[src/pkg/ulpd_pkg.sv]
// constants and carrier types for the low-power divisor block
package ulpd_pkg;
   // register byte addresses
   localparam logic [31:0] ADDR_DIV_LOW    = 32'h5000_1120; // low_power_divisor_low_byte
   localparam logic [31:0] ADDR_DIV_HIGH   = 32'h5000_1124; // low_power_divisor_high_byte
   localparam logic [31:0] ADDR_LP_CTRL    = 32'h5000_11f0; // infrared mode select
   localparam logic [31:0] ADDR_LP_STATUS  = 32'h5000_11f4; // block status, read only
   // field positions
   localparam int unsigned LATCH_BIT_POS   = 7;  // divisor_latch_access_bit in line control
   localparam int unsigned CTRL_IR_POS     = 0;  // ir mode enable in control register
   localparam int unsigned ST_RUN_POS      = 0;  // baud clock running
   localparam int unsigned ST_SETTLE_POS   = 1;  // divisor settle window still open
   localparam int unsigned ST_PULSE_POS    = 2;  // qualified infrared pulse present
   localparam int unsigned ST_LATCH_POS    = 3;  // latch access bit as seen
   // reset values
   localparam logic [7:0]  DIV_BYTE_RST    = 8'h00;
   localparam logic        IR_MODE_RST     = 1'b0;
   // timing
   localparam int unsigned SCLK_MHZ        = 250;  // serial clock rate
   localparam int unsigned OVERSAMPLE      = 16;   // baud clock is sclk / (16 * divisor)
   localparam int unsigned SETTLE_CYCLES   = 8;    // settle time after a divisor write
   localparam logic [3:0]  SETTLE_LOAD     = 4'(SETTLE_CYCLES);
   localparam logic [3:0]  SUB_LAST        = 4'(OVERSAMPLE - 1);

   // register port request from software
   typedef struct packed {
      logic [31:0] addr;   // byte address
      logic [31:0] wdata;  // write data, low byte used
      logic        wr;     // one-cycle write strobe
      logic        rd;     // one-cycle read strobe
   } ulpd_bus_req_s;
endpackage

[src/logic/ulpd_pulse_det.sv]
// minimum-width infrared pulse qualifier
`timescale 1ns/1ns
module ulpd_pulse_det (
   input  wire logic clock,       // serial clock
   input  wire logic reset_n,     // async reset, active low
   input  wire logic enable,      // divisor nonzero
   input  wire logic x16_tick,    // low-power oversample enable
   input  wire logic sir_in,      // raw infrared input, pulse high
   output logic      pulse_valid  // high while a qualified pulse lasts
);
   import ulpd_pkg::*;

   // whole state of the qualifier
   typedef struct packed {
      logic valid;   // pulse has spanned at least one oversample tick
   } ulpd_det_s;

   ulpd_det_s st_ff;   // registered state
   ulpd_det_s nxt_st;  // next state

   // a pulse only counts once it covers a tick; narrower glitches are dropped
   always_comb begin
      nxt_st = st_ff;
      if (!enable || !sir_in) begin
         nxt_st.valid = 1'b0;  // no detection at all with a zero divisor
      end else if (x16_tick) begin
         nxt_st.valid = 1'b1;
      end
   end

   // state register
   always_ff @(posedge clock or negedge reset_n) begin
      if (!reset_n) begin
         st_ff <= '0;
      end else begin
         st_ff <= nxt_st;
      end
   end

   assign pulse_valid = st_ff.valid;

   chk_zero_no_pulse: assert property (@(posedge clock) disable iff (!reset_n)
      !enable |=> !pulse_valid) else $error("pulse qualified with divisor zero");
   chk_narrow_reject: assert property (@(posedge clock) disable iff (!reset_n)
      $rose(pulse_valid) |-> $past(x16_tick) && $past(sir_in))
      else $error("pulse qualified without a covering tick");
endmodule

[src/logic/ulpd_top.sv]
// low-power divisor latch, baud clock and infrared receive selection
//
// The address-and-strobe port was chosen for this implementation.
`timescale 1ns/1ns

// Summary of operation
// 16-bit divisor from two read/write bytes
// divisor bytes reachable only with latch bit set
// baud clock equals sclk over sixteen times divisor
// software picks divisor for 115.2K baud
// zero divisor stops clock and pulse detection
// software waits eight slow cycles after writes
// infrared mode receives from infrared input line
// divisor bytes reset to zero
module ulpd_top (
   input  wire logic                   clock,                  // serial clock, 250 MHz
   input  wire logic                   reset_n,                // async reset, active low
   input  wire ulpd_pkg::ulpd_bus_req_s bus_req,               // register port request
   output logic [31:0]                 rd_data,                // read data, cycle after strobe
   input  wire logic [7:0]             line_control_register,  // owned by the uart core
   input  wire logic                   serial_in,              // ordinary serial input
   input  wire logic                   sir_in,                 // infrared input, pulse high
   output logic                        lp_baud_x16,            // oversample enable pulse
   output logic                        lp_baud_tick,           // low-power baud enable pulse
   output logic                        rx_line,                // line seen by the receiver
   output logic                        settle_busy             // divisor settle window open
);
   import ulpd_pkg::*;

   // whole state of the block
   typedef struct packed {
      logic [7:0]  div_low;     // divisor bits 7:0
      logic [7:0]  div_high;    // divisor bits 15:8
      logic        ir_mode;     // infrared receive mode
      logic [15:0] div_cnt;     // sclk counter within one oversample period
      logic [3:0]  sub_cnt;     // oversample counter within one baud period
      logic        x16_tick;    // oversample pulse
      logic        baud_tick;   // baud pulse
      logic [3:0]  settle_cnt;  // cycles left in settle window
      logic        settle;      // settle window open, registered for the port
      logic [31:0] rd_data;     // read answer
      logic        rx_line;     // selected receive line
   } ulpd_state_s;

   ulpd_state_s st_ff;   // registered state
   ulpd_state_s nxt_st;  // next state

   logic        latch_open;  // divisor latch access bit
   logic [15:0] divisor;     // full divisor
   logic        div_nz;      // divisor nonzero, clock running
   logic        pulse_valid; // qualified infrared pulse
   logic        hit_low;     // address decodes
   logic        hit_high;
   logic        hit_ctrl;
   logic        hit_stat;

   assign latch_open = line_control_register[LATCH_BIT_POS];
   assign divisor  = {st_ff.div_high, st_ff.div_low};
   assign div_nz   = (divisor != 16'h0000);
   assign hit_low  = (bus_req.addr == ADDR_DIV_LOW);
   assign hit_high = (bus_req.addr == ADDR_DIV_HIGH);
   assign hit_ctrl = (bus_req.addr == ADDR_LP_CTRL);
   assign hit_stat = (bus_req.addr == ADDR_LP_STATUS);

   // pulse qualifier runs on the low-power oversample tick
   ulpd_pulse_det u_det (
      .clock       (clock),
      .reset_n     (reset_n),
      .enable      (div_nz),
      .x16_tick    (st_ff.x16_tick),
      .sir_in      (sir_in),
      .pulse_valid (pulse_valid)
   );

   // next-state logic: register port, divider, receive select
   always_comb begin
      nxt_st         = st_ff;
      nxt_st.rd_data = 32'h0000_0000;  // unmapped or gated reads answer zero
      // writes; divisor bytes ignored while the latch bit is clear
      if (bus_req.wr) begin
         if (hit_low && latch_open) begin
            nxt_st.div_low    = bus_req.wdata[7:0];
            nxt_st.settle_cnt = SETTLE_LOAD;
         end
         if (hit_high && latch_open) begin
            nxt_st.div_high   = bus_req.wdata[7:0];
            nxt_st.settle_cnt = SETTLE_LOAD;
         end
         if (hit_ctrl) begin
            nxt_st.ir_mode = bus_req.wdata[CTRL_IR_POS];
         end
      end else if (st_ff.settle_cnt != 4'h0) begin
         nxt_st.settle_cnt = st_ff.settle_cnt - 4'h1;
      end
      // settle flag kept in a flop so the port carries no decode glitch
      nxt_st.settle = (nxt_st.settle_cnt != 4'h0);
      // reads; upper bits of the byte registers stay zero
      if (bus_req.rd) begin
         if (hit_low && latch_open) begin
            nxt_st.rd_data[7:0] = st_ff.div_low;
         end else if (hit_high && latch_open) begin
            nxt_st.rd_data[7:0] = st_ff.div_high;
         end else if (hit_ctrl) begin
            nxt_st.rd_data[CTRL_IR_POS] = st_ff.ir_mode;
         end else if (hit_stat) begin
            nxt_st.rd_data[ST_RUN_POS]    = div_nz;
            nxt_st.rd_data[ST_SETTLE_POS] = (st_ff.settle_cnt != 4'h0);
            nxt_st.rd_data[ST_PULSE_POS]  = pulse_valid;
            nxt_st.rd_data[ST_LATCH_POS]  = latch_open;
         end
      end
      // divider: period of x16 is divisor cycles, baud is sixteen of those
      nxt_st.x16_tick  = 1'b0;
      nxt_st.baud_tick = 1'b0;
      if (!div_nz || (bus_req.wr && latch_open && (hit_low || hit_high))) begin
         // zero divisor holds the clock; a new divisor restarts it cleanly
         nxt_st.div_cnt = 16'h0000;
         nxt_st.sub_cnt = 4'h0;
      end else if (st_ff.div_cnt >= divisor - 16'h0001) begin
         nxt_st.div_cnt  = 16'h0000;
         nxt_st.x16_tick = 1'b1;
         nxt_st.sub_cnt  = st_ff.sub_cnt + 4'h1;
         if (st_ff.sub_cnt == SUB_LAST) begin
            nxt_st.baud_tick = 1'b1;
         end
      end else begin
         nxt_st.div_cnt = st_ff.div_cnt + 16'h0001;
      end
      // infrared mode takes the qualified pulse line; a pulse means a zero bit
      nxt_st.rx_line = st_ff.ir_mode ? ~pulse_valid : serial_in;
   end

   // state register; divisor bytes come up zero so nothing runs
   always_ff @(posedge clock or negedge reset_n) begin
      if (!reset_n) begin
         st_ff          <= '0;
         st_ff.div_low  <= DIV_BYTE_RST;
         st_ff.div_high <= DIV_BYTE_RST;
         st_ff.ir_mode  <= IR_MODE_RST;
      end else begin
         st_ff <= nxt_st;
      end
   end

   assign rd_data      = st_ff.rd_data;
   assign lp_baud_x16  = st_ff.x16_tick;
   assign lp_baud_tick = st_ff.baud_tick;
   assign rx_line      = st_ff.rx_line;
   assign settle_busy  = st_ff.settle;

   // helper: cycles since last baud tick, cleared on any divisor change
   logic [20:0] gap_ff;      // cycle counter between baud ticks
   logic        gap_ok_ff;   // counter spans an undisturbed period
   logic        touched_ff;  // any divisor write since reset
   always_ff @(posedge clock or negedge reset_n) begin
      if (!reset_n) begin
         gap_ff     <= 21'h0;
         gap_ok_ff  <= 1'b0;
         touched_ff <= 1'b0;
      end else begin
         if (bus_req.wr && latch_open && (hit_low || hit_high)) begin
            touched_ff <= 1'b1;
            gap_ok_ff  <= 1'b0;
            gap_ff     <= 21'h0;
         end else if (st_ff.baud_tick) begin
            gap_ok_ff <= 1'b1;
            gap_ff    <= 21'h1;
         end else begin
            gap_ff <= gap_ff + 21'h1;
         end
      end
   end

   chk_div_read_back: assert property (@(posedge clock) disable iff (!reset_n)
      bus_req.rd && latch_open && hit_high |=> rd_data == {24'h0, $past(st_ff.div_high)})
      else $error("high divisor byte read back wrong");
   chk_gate_write: assert property (@(posedge clock) disable iff (!reset_n)
      bus_req.wr && !latch_open && (hit_low || hit_high) |=> $stable(divisor))
      else $error("divisor written with latch bit clear");
   chk_gate_read: assert property (@(posedge clock) disable iff (!reset_n)
      bus_req.rd && !latch_open && (hit_low || hit_high) |=> rd_data == 32'h0)
      else $error("divisor read with latch bit clear");
   chk_baud_period: assert property (@(posedge clock) disable iff (!reset_n)
      st_ff.baud_tick && gap_ok_ff |-> gap_ff == {1'b0, divisor, 4'h0})
      else $error("baud period not sixteen times divisor");
   chk_zero_stop: assert property (@(posedge clock) disable iff (!reset_n)
      !div_nz ##1 !div_nz |-> !lp_baud_x16 && !lp_baud_tick)
      else $error("baud clock runs with zero divisor");
   chk_ir_select: assert property (@(posedge clock) disable iff (!reset_n)
      st_ff.ir_mode |=> rx_line == !$past(pulse_valid))
      else $error("infrared mode not taking infrared line");
   chk_reset_zero: assert property (@(posedge clock) disable iff (!reset_n)
      !touched_ff |-> divisor == 16'h0000)
      else $error("divisor not zero before first write");

   cov_div_one_tick: cover property (@(posedge clock) disable iff (!reset_n)
      divisor == 16'h0001 && lp_baud_tick);
   cov_ir_pulse: cover property (@(posedge clock) disable iff (!reset_n)
      st_ff.ir_mode && $fell(rx_line));
   cov_gated_write: cover property (@(posedge clock) disable iff (!reset_n)
      bus_req.wr && !latch_open && hit_low);
endmodule

[config.mk]
export PLATFORM = sky130hd
export DESIGN_NAME = ulpd_top
export DESIGN_NICKNAME = d
export VERILOG_FILES = /design/src/pkg/ulpd_pkg.sv /design/src/logic/ulpd_pulse_det.sv /design/src/logic/ulpd_top.sv
export SDC_FILE = /design/constraint.sdc
export NUM_CORES = 1
export LEC_CHECK = 0
export ABC_CLOCK_PERIOD_IN_PS = 3560
export BUFFER_PORTS_ARGS = -buffer_cell sky130_fd_sc_hd__buf_4
export CAP_MARGIN = 20
export CORE_MARGIN = 3
export CORE_UTILIZATION = 35
export CTS_BUF_LIST = sky130_fd_sc_hd__clkbuf_16
export CTS_CLUSTER_DIAMETER = 120
export DETAILED_ROUTE_END_ITERATION = 16
export PLACE_DENSITY_LB_ADDON = 0.05
export SETUP_SLACK_MARGIN = 0.2
export SYNTH_ARGS = -nofsm -noshare
export SYNTH_HDL_FRONTEND = slang
export SYNTH_SLANG_ARGS = --single-unit
[constraint.sdc]
create_clock -name clock -period 3.56 [get_ports clock]
set_input_delay 0 -clock clock [delete_from_list [all_inputs] [get_ports clock]]
set_output_delay 0 -clock clock [all_outputs]
set_load 0.005 [all_outputs]
==> results.md, run 1 <==
* Status: complete, no violations
* Area growth syn-to-layout at 21.9%
* Max Fclk at 323 MHz
* Clock root cell: clkbuf_16
* Global Route Usage Sum at 0.145
* Core Util, Final at 0.442
* Hold Crit Endpoint: rd_data[2]
* Metal3 WL at 197 um
* Clk_skew at 0.00760 ns
* Synth unique cells at 51
* Total grt overflow at 0
* Worst R2R Path Depth at 11
* First-pass GRT wire length at 12700 um
* Final setup fails at 0
* Min-delay worst type: in -> reg
* Critical Path RT at 3.73 ns
* Vias in the first global route at 2472
* Starting Density at 0.362
* Routed length on met1 at 3870 um
* Post-layout nets at 504
* Area contributors post-synth: dfrtp_1 (40%), ha_1 (7.4%), buf_4 (7.1%)
* CTS tree: yes
* Slew Limit Fails at 0
* Drt first pass iters at 4
* DRC Markers at 0
* # IOs at 114
* Setup slack after layout at 0.466 ns
* Arr. time, crit path at 3.26 ns
* Pin count of the biggest net entering global routing at 55
* Via density at 4.74
* Die H at 104 um
* Max Cap Viol at 0
* Synthesis-stage register bit count at 54
* Synth Flop Type: dfrtp_1
* Syn_area_per_cell at 10.0 um2
* Post-synthesis sequential area ratio at 0.400
* Unrepaired setup endpoints after global routing: false
* Mapped cell area at 3380 um2
* Top cell type's share of synthesized area at 0.400
* Synthesized instance count at 337
* Ys Warns at 0
* Hpwl dp at 6020 um
* FF-to-FF setup slack at 0.47 ns
* Final min period at 3.09 ns
* Slew @ Worst Pin at 0.694 ns
* Slew headroom at 0.537
* Port buffer count at 58
* Longest Clk Path Bufs at 2
* Num CTS Buffers at 5
* Initial DRC count at 76
* Max FO, Critical Path at 16
* DR WL/cell at 14.3 um
* Worst VDD drop at 0.000227 V
* Hold depth at 3
* CTS sink count at 54
* FF-to-FF Start: divisor[8]
* Core ar. at 9330 um2
* Post-Place Cell Area at 3840 um2
* Crit path kind: reg -> reg
* Setup TNS at 0 ns
* Final Hold Vio Count at 0
* Lkg Pwr at 2.04 nW
* Total wire length at 7670 um
* Worst reg2reg path endpoint: st_ff[46]
* Leading area contributor after synthesis: dfrtp_1
* Start point of the worst hold path: bus_req[0]
* Post-synth ARST share at 1.00
* Post-synth EDFFs at 0
* Cell row count at 35
* CP startpoint kind: flip-flop
* Die W at 104 um
* Initial antenna violation count at 0
* Pre-CTS WS at 0.256 ns
* DIE AREA at 10900 um2
* Share of cells above drive strength 1 at 0.270
* Gpl congestion at 0.776
* DR top layer: met4
* Fin area at 4120 um2
* Pwr/cell area at 325 nW/um2
* Vias at 2540
* Met2 wire length at 3540 um
* Final Cycle Share at 0.869
* Clk Latency, worst-skew pair at 0.29 ns
* Antenna viol nets, final at 0
* Setup crit end kind: flip-flop
* Clk slew on worst S/H paths at 0.07 ns
* Diode count at 0
* CTS H-tree depth at 2
registers in the layout, summed over array words and instances, names as in the netlist:
signal	cells
st_ff	25
divisor	16
rd_data	8
lp_baud_tick	1
lp_baud_x16	1
rx_line	1
settle_busy	1
u_det.pulse_valid	1
layout by cell type (no fill, tap or decap), types with 2 or more instances in the layout:
| cell type | instances |
|---|---|
| a31oi_1 | 2 |
| or4b_1 | 2 |
| nand4_1 | 5 |
| clkbuf_16 | 5 |
| or3_1 | 2 |
| xnor2_1 | 17 |
| dlygate4sd3_1 | 11 |
| a22oi_1 | 4 |
| and4_1 | 2 |
| nor4_1 | 7 |
| nor4b_2 | 2 |
| buf_4 | 66 |
| nand3_1 | 14 |
| mux2i_1 | 7 |
| nand2_1 | 18 |
| inv_1 | 13 |
| o21ai_0 | 8 |
| nor4bb_1 | 2 |
| nand3_2 | 3 |
| nor3_1 | 8 |
| ha_1 | 20 |
| and3_1 | 5 |
| a21oi_1 | 9 |
| a22o_1 | 2 |
| nor2b_1 | 3 |
| dfrtp_1 | 54 |
| conb_1 | 24 |
| xor2_1 | 14 |
| nor2_1 | 37 |
| nor3_2 | 4 |
| mux2_2 | 16 |
cell families (layout without fill, tap and decap cells):
| kind of cell | after synthesis | count (layout) | synth area share |
|---|---|---|---|
| adder cells (fa/ha/maj) | 20 | 20 | 0.0741 |
| XOR/XNOR | 31 | 31 | 0.0804 |
| other | 1 | 24 | 0.00111 |
| AND/OR/NAND/NOR | 127 | 127 | 0.214 |
| buffers and inverters | 50 | 97 | 0.0967 |
| flip-flops | 54 | 54 | 0.400 |
| AO/OA/AOI/OAI | 30 | 30 | 0.0559 |
| multiplexers | 24 | 24 | 0.0774 |
critical path: stages (launching register included):
cell and delay (ns):
dfrtp_1 0.43, nor4_2 0.37, nand3_1 0.17, nor4_1 0.35
xnor2_1 0.12, ha_1 0.32, nand4_1 0.14, nor3_2 0.26
o311ai_1 0.23, nand3_2 0.20, nand2b_4 0.27, nor2_1 0.08
layer usage:
metal	global-route usage	up-vias
met1	0.219	1232
met2	0.218	39
li1	-	1264
met5	0	-
met3	0.0217	5
met4	0.0313	0
through the flow:
step	power, mW	hold slack, ns	instances
after floorplan	0.798	-0.296	360
after global placement	0.864	0.105	517
after detailed placement	0.864	0.0993	517
after CTS	1.36	0.0145	536
after global routing	1.41	0.0135	536
final	1.34	0.0199	536
synth_stat cells (9+ instances only):
| library cell | count |
|---|---|
| mux2_2 | 16 |
| buf_4 | 32 |
| xor2_1 | 14 |
| xnor2_1 | 17 |
| nand3_1 | 16 |
| inv_1 | 12 |
| nor3_1 | 10 |
| dfrtp_1 | 54 |
| nor2_1 | 37 |
| ha_1 | 20 |
| nand2_1 | 18 |
| a21oi_1 | 9 |
final cells by class:
class | count | area, um2
well taps | 129 | 161
flip-flops and latches | 54 | 1350
inverters | 12 | 45.0
clock inverters | 3 | 17.5
fillers | 938 | 5210
multi-input cells | 256 | 1810
repair buffers | 77 | 606
clock buffers | 5 | 125
worst max path at each step:
stage,startpoint,cells after the start,slack (ns),end
after global routing,divisor[8],11,0.19,st_ff[47]
after global placement,divisor[3],11,0.24,st_ff[46]
after detailed placement,divisor[3],11,0.26,st_ff[46]
after CTS,divisor[8],11,0.25,st_ff[47]
final,divisor[8],11,0.47,st_ff[46]
after floorplan,divisor[11],13,0.64,st_ff[54]
power by group:
part           total, mW  leakage, nW  internal (mW)  switching [mW]
combinational      0.195         1.23         0.0987          0.0964
sequential         0.666        0.742          0.640          0.0265
clock              0.477       0.0750          0.259           0.218
repair_timing:
action,CTS,global route
resized for setup,0,5
setup buffers,0,0
hold endpoints to repair,73,0
hold buffers,11,0
endpoints found under the setup margin,0,22
(Power assumes the default switching activity.)
==> inputs of run 2 (changes only) <==
--- a/config.mk
+++ b/config.mk
@@ -13,6 +13,7 @@
 export CTS_BUF_LIST = sky130_fd_sc_hd__clkbuf_16
 export CTS_CLUSTER_DIAMETER = 120
 export DETAILED_ROUTE_END_ITERATION = 16
+export HOLD_SLACK_MARGIN = 0.05
 export PLACE_DENSITY_LB_ADDON = 0.05
 export SETUP_SLACK_MARGIN = 0.2
 export SYNTH_ARGS = -nofsm -noshare
==> run 2 against run 1 <==
Against the previous run: non-clock buffer count grew 1; clock-buffer cell count unchanged; core utilization grew 0.11 points; fmax is essentially flat; sequential power is essentially flat; via count grew 0.94%; routed wire length is 0.29% higher; critical path depth stayed put; die area unchanged; highest routed layer unchanged.
==> results.md, run 2 (synthesis results as in run 1) <==
* Cell row count at 35
* CP max-delay cell: dfrtp_1
* Vias in the first global route at 2474
* DR WL/cell at 14.3 um
* Final setup fails at 0
* First-pass GRT wire length at 12700 um
* Overall Power at 1.34 mW
* Final cell count without fillers at 537
* Worst VDD drop at 0.000228 V
* Unrepaired setup endpoints after global routing: false
* Max Cap Viol at 0
* Initial antenna violation count at 0
* Post-layout nets at 505
* DRC Markers at 0
* Hpwl dp at 6020 um
* Commonest cells after routing, fill and taps aside: buf_4 (66), dfrtp_1 (54), nor2_1 (37)
* Pin count of the biggest net entering global routing at 55
* Drt first pass iters at 4
* Initial DRC count at 88
* Antenna viol nets, final at 0
* Pwr/cell area at 324 nW/um2
* Port buffer count at 58
* Arr. time, crit path at 3.27 ns
* Max FFs per register at 25
* Longest Clk Path Bufs at 2
* Global Route Usage Sum at 0.145
* Setup crit end kind: flip-flop
* Critical Path RT at 3.73 ns
* Final Hold Vio Count at 0
* Final min period at 3.10 ns
* Clock root cell: clkbuf_16
* Gpl congestion at 0.776
* # IOs at 114
* DIE AREA at 10900 um2
* Post-CTS setup buffers at 0
* Status: complete, no violations
* Diode count at 0
* Die H at 104 um
* Total wire length at 7690 um
* Worst hold margin at 0.0639 ns
* Crit path kind: reg -> reg
* CTS tree: yes
* Clk_skew at 0.00777 ns
* Slew Limit Fails at 0
* Core ar. at 9330 um2
* Setup TNS at 0 ns
* Max FO, Critical Path at 16
* Starting Density at 0.362
* Slew @ Worst Pin at 0.692 ns
* Core Util, Final at 0.443
* Share of cells above drive strength 1 at 0.270
* Num CTS Buffers at 5
* CP startpoint kind: flip-flop
* Vias at 2564
* Via density at 4.77
* CTS H-tree depth at 2
* Biggest cell delay along the critical path at 0.43 ns
* Setup slack after layout at 0.464 ns
* Max Fclk at 323 MHz
* Commonest non-fill, non-tap cell in the layout: buf_4
* Biggest register: st_ff
* Lkg Pwr at 2.05 nW
* CTS sink count at 54
* Clk slew on worst S/H paths at 0.07 ns
* Placed Cells incl. Taps at 517
* Final Cycle Share at 0.870
* Fin area at 4130 um2
* Area growth syn-to-layout at 22.2%
* Clk Latency, worst-skew pair at 0.29 ns
* Slew headroom at 0.539
* Pre-CTS WS at 0.256 ns
* Post-Place Cell Area at 3840 um2
* Die W at 104 um
* Min-delay worst type: in -> reg
* Crit-path cells: nor4_2, nand3_1, nor4_1, xnor2_1, ha_1, nand4_1, nor3_2, o311ai_1, nand3_2, nand2b_4, nor2_1
* Total grt overflow at 0
## run 2: cell types whose count changed in the layout (fill, tap and decap cells not counted)
cell           before  now
dlygate4sd3_1      11   12
## run 2: worst paths after layout
| check | depth (start not counted) | start | slack [ns] | to |
|---|---|---|---|---|
| worst min register to register | 2 | lp_baud_x16 | 0.55 | u_det.pulse_valid |
| worst max-delay path | 11 | divisor[8] | 0.46 | st_ff[46] |
| worst max register to register | 11 | divisor[8] | 0.46 | st_ff[46] |
| min in group asynchronous | 2 | reset_n | 0.31 | st_ff[58] |
| max in group asynchronous | 2 | reset_n | 2.79 | divisor[4] |
| worst min-delay path | 3 | bus_req[1] | 0.06 | st_ff[36] |
## run 2: report_power, final
group	total, mW	internal (mW)	switching, mW
clock network	0.477	0.259	0.218
logic	0.196	0.0994	0.0968
registers	0.666	0.640	0.0265
## run 2: what timing repair did
item | CTS | global route
hold buffers | 12 | 0
hold endpoints to repair | 77 | 0
endpoints found under the setup margin | 0 | 22
gates resized for setup | 0 | 5
## run 2: layout make-up
type | count | area [um2]
timing repair buffer | 78 | 616
inverter | 12 | 45.0
sequential | 54 | 1350
clock inverter | 3 | 17.5
multi-input combinational | 256 | 1810
clock buffer | 5 | 125
fill | 937 | 5200
tap | 129 | 161
## run 2: per-layer routing
metal  global-route usage  vias to the layer above  share of wire
li1                     -                     1265              -
met1                0.219                     1242           0.50
met2                0.218                       52           0.46
met3               0.0217                        5          0.029
met4               0.0313                        0         0.0073
met5                    0                        -              0
## run 2: critical path, delay by kind of cell, from the launching register on
kind,cells,cell delay [ns]
compound gates,1,0.23
flops,1,0.43
fa+ha+maj,1,0.32
xor+xnor,1,0.12
simple gates,8,1.84
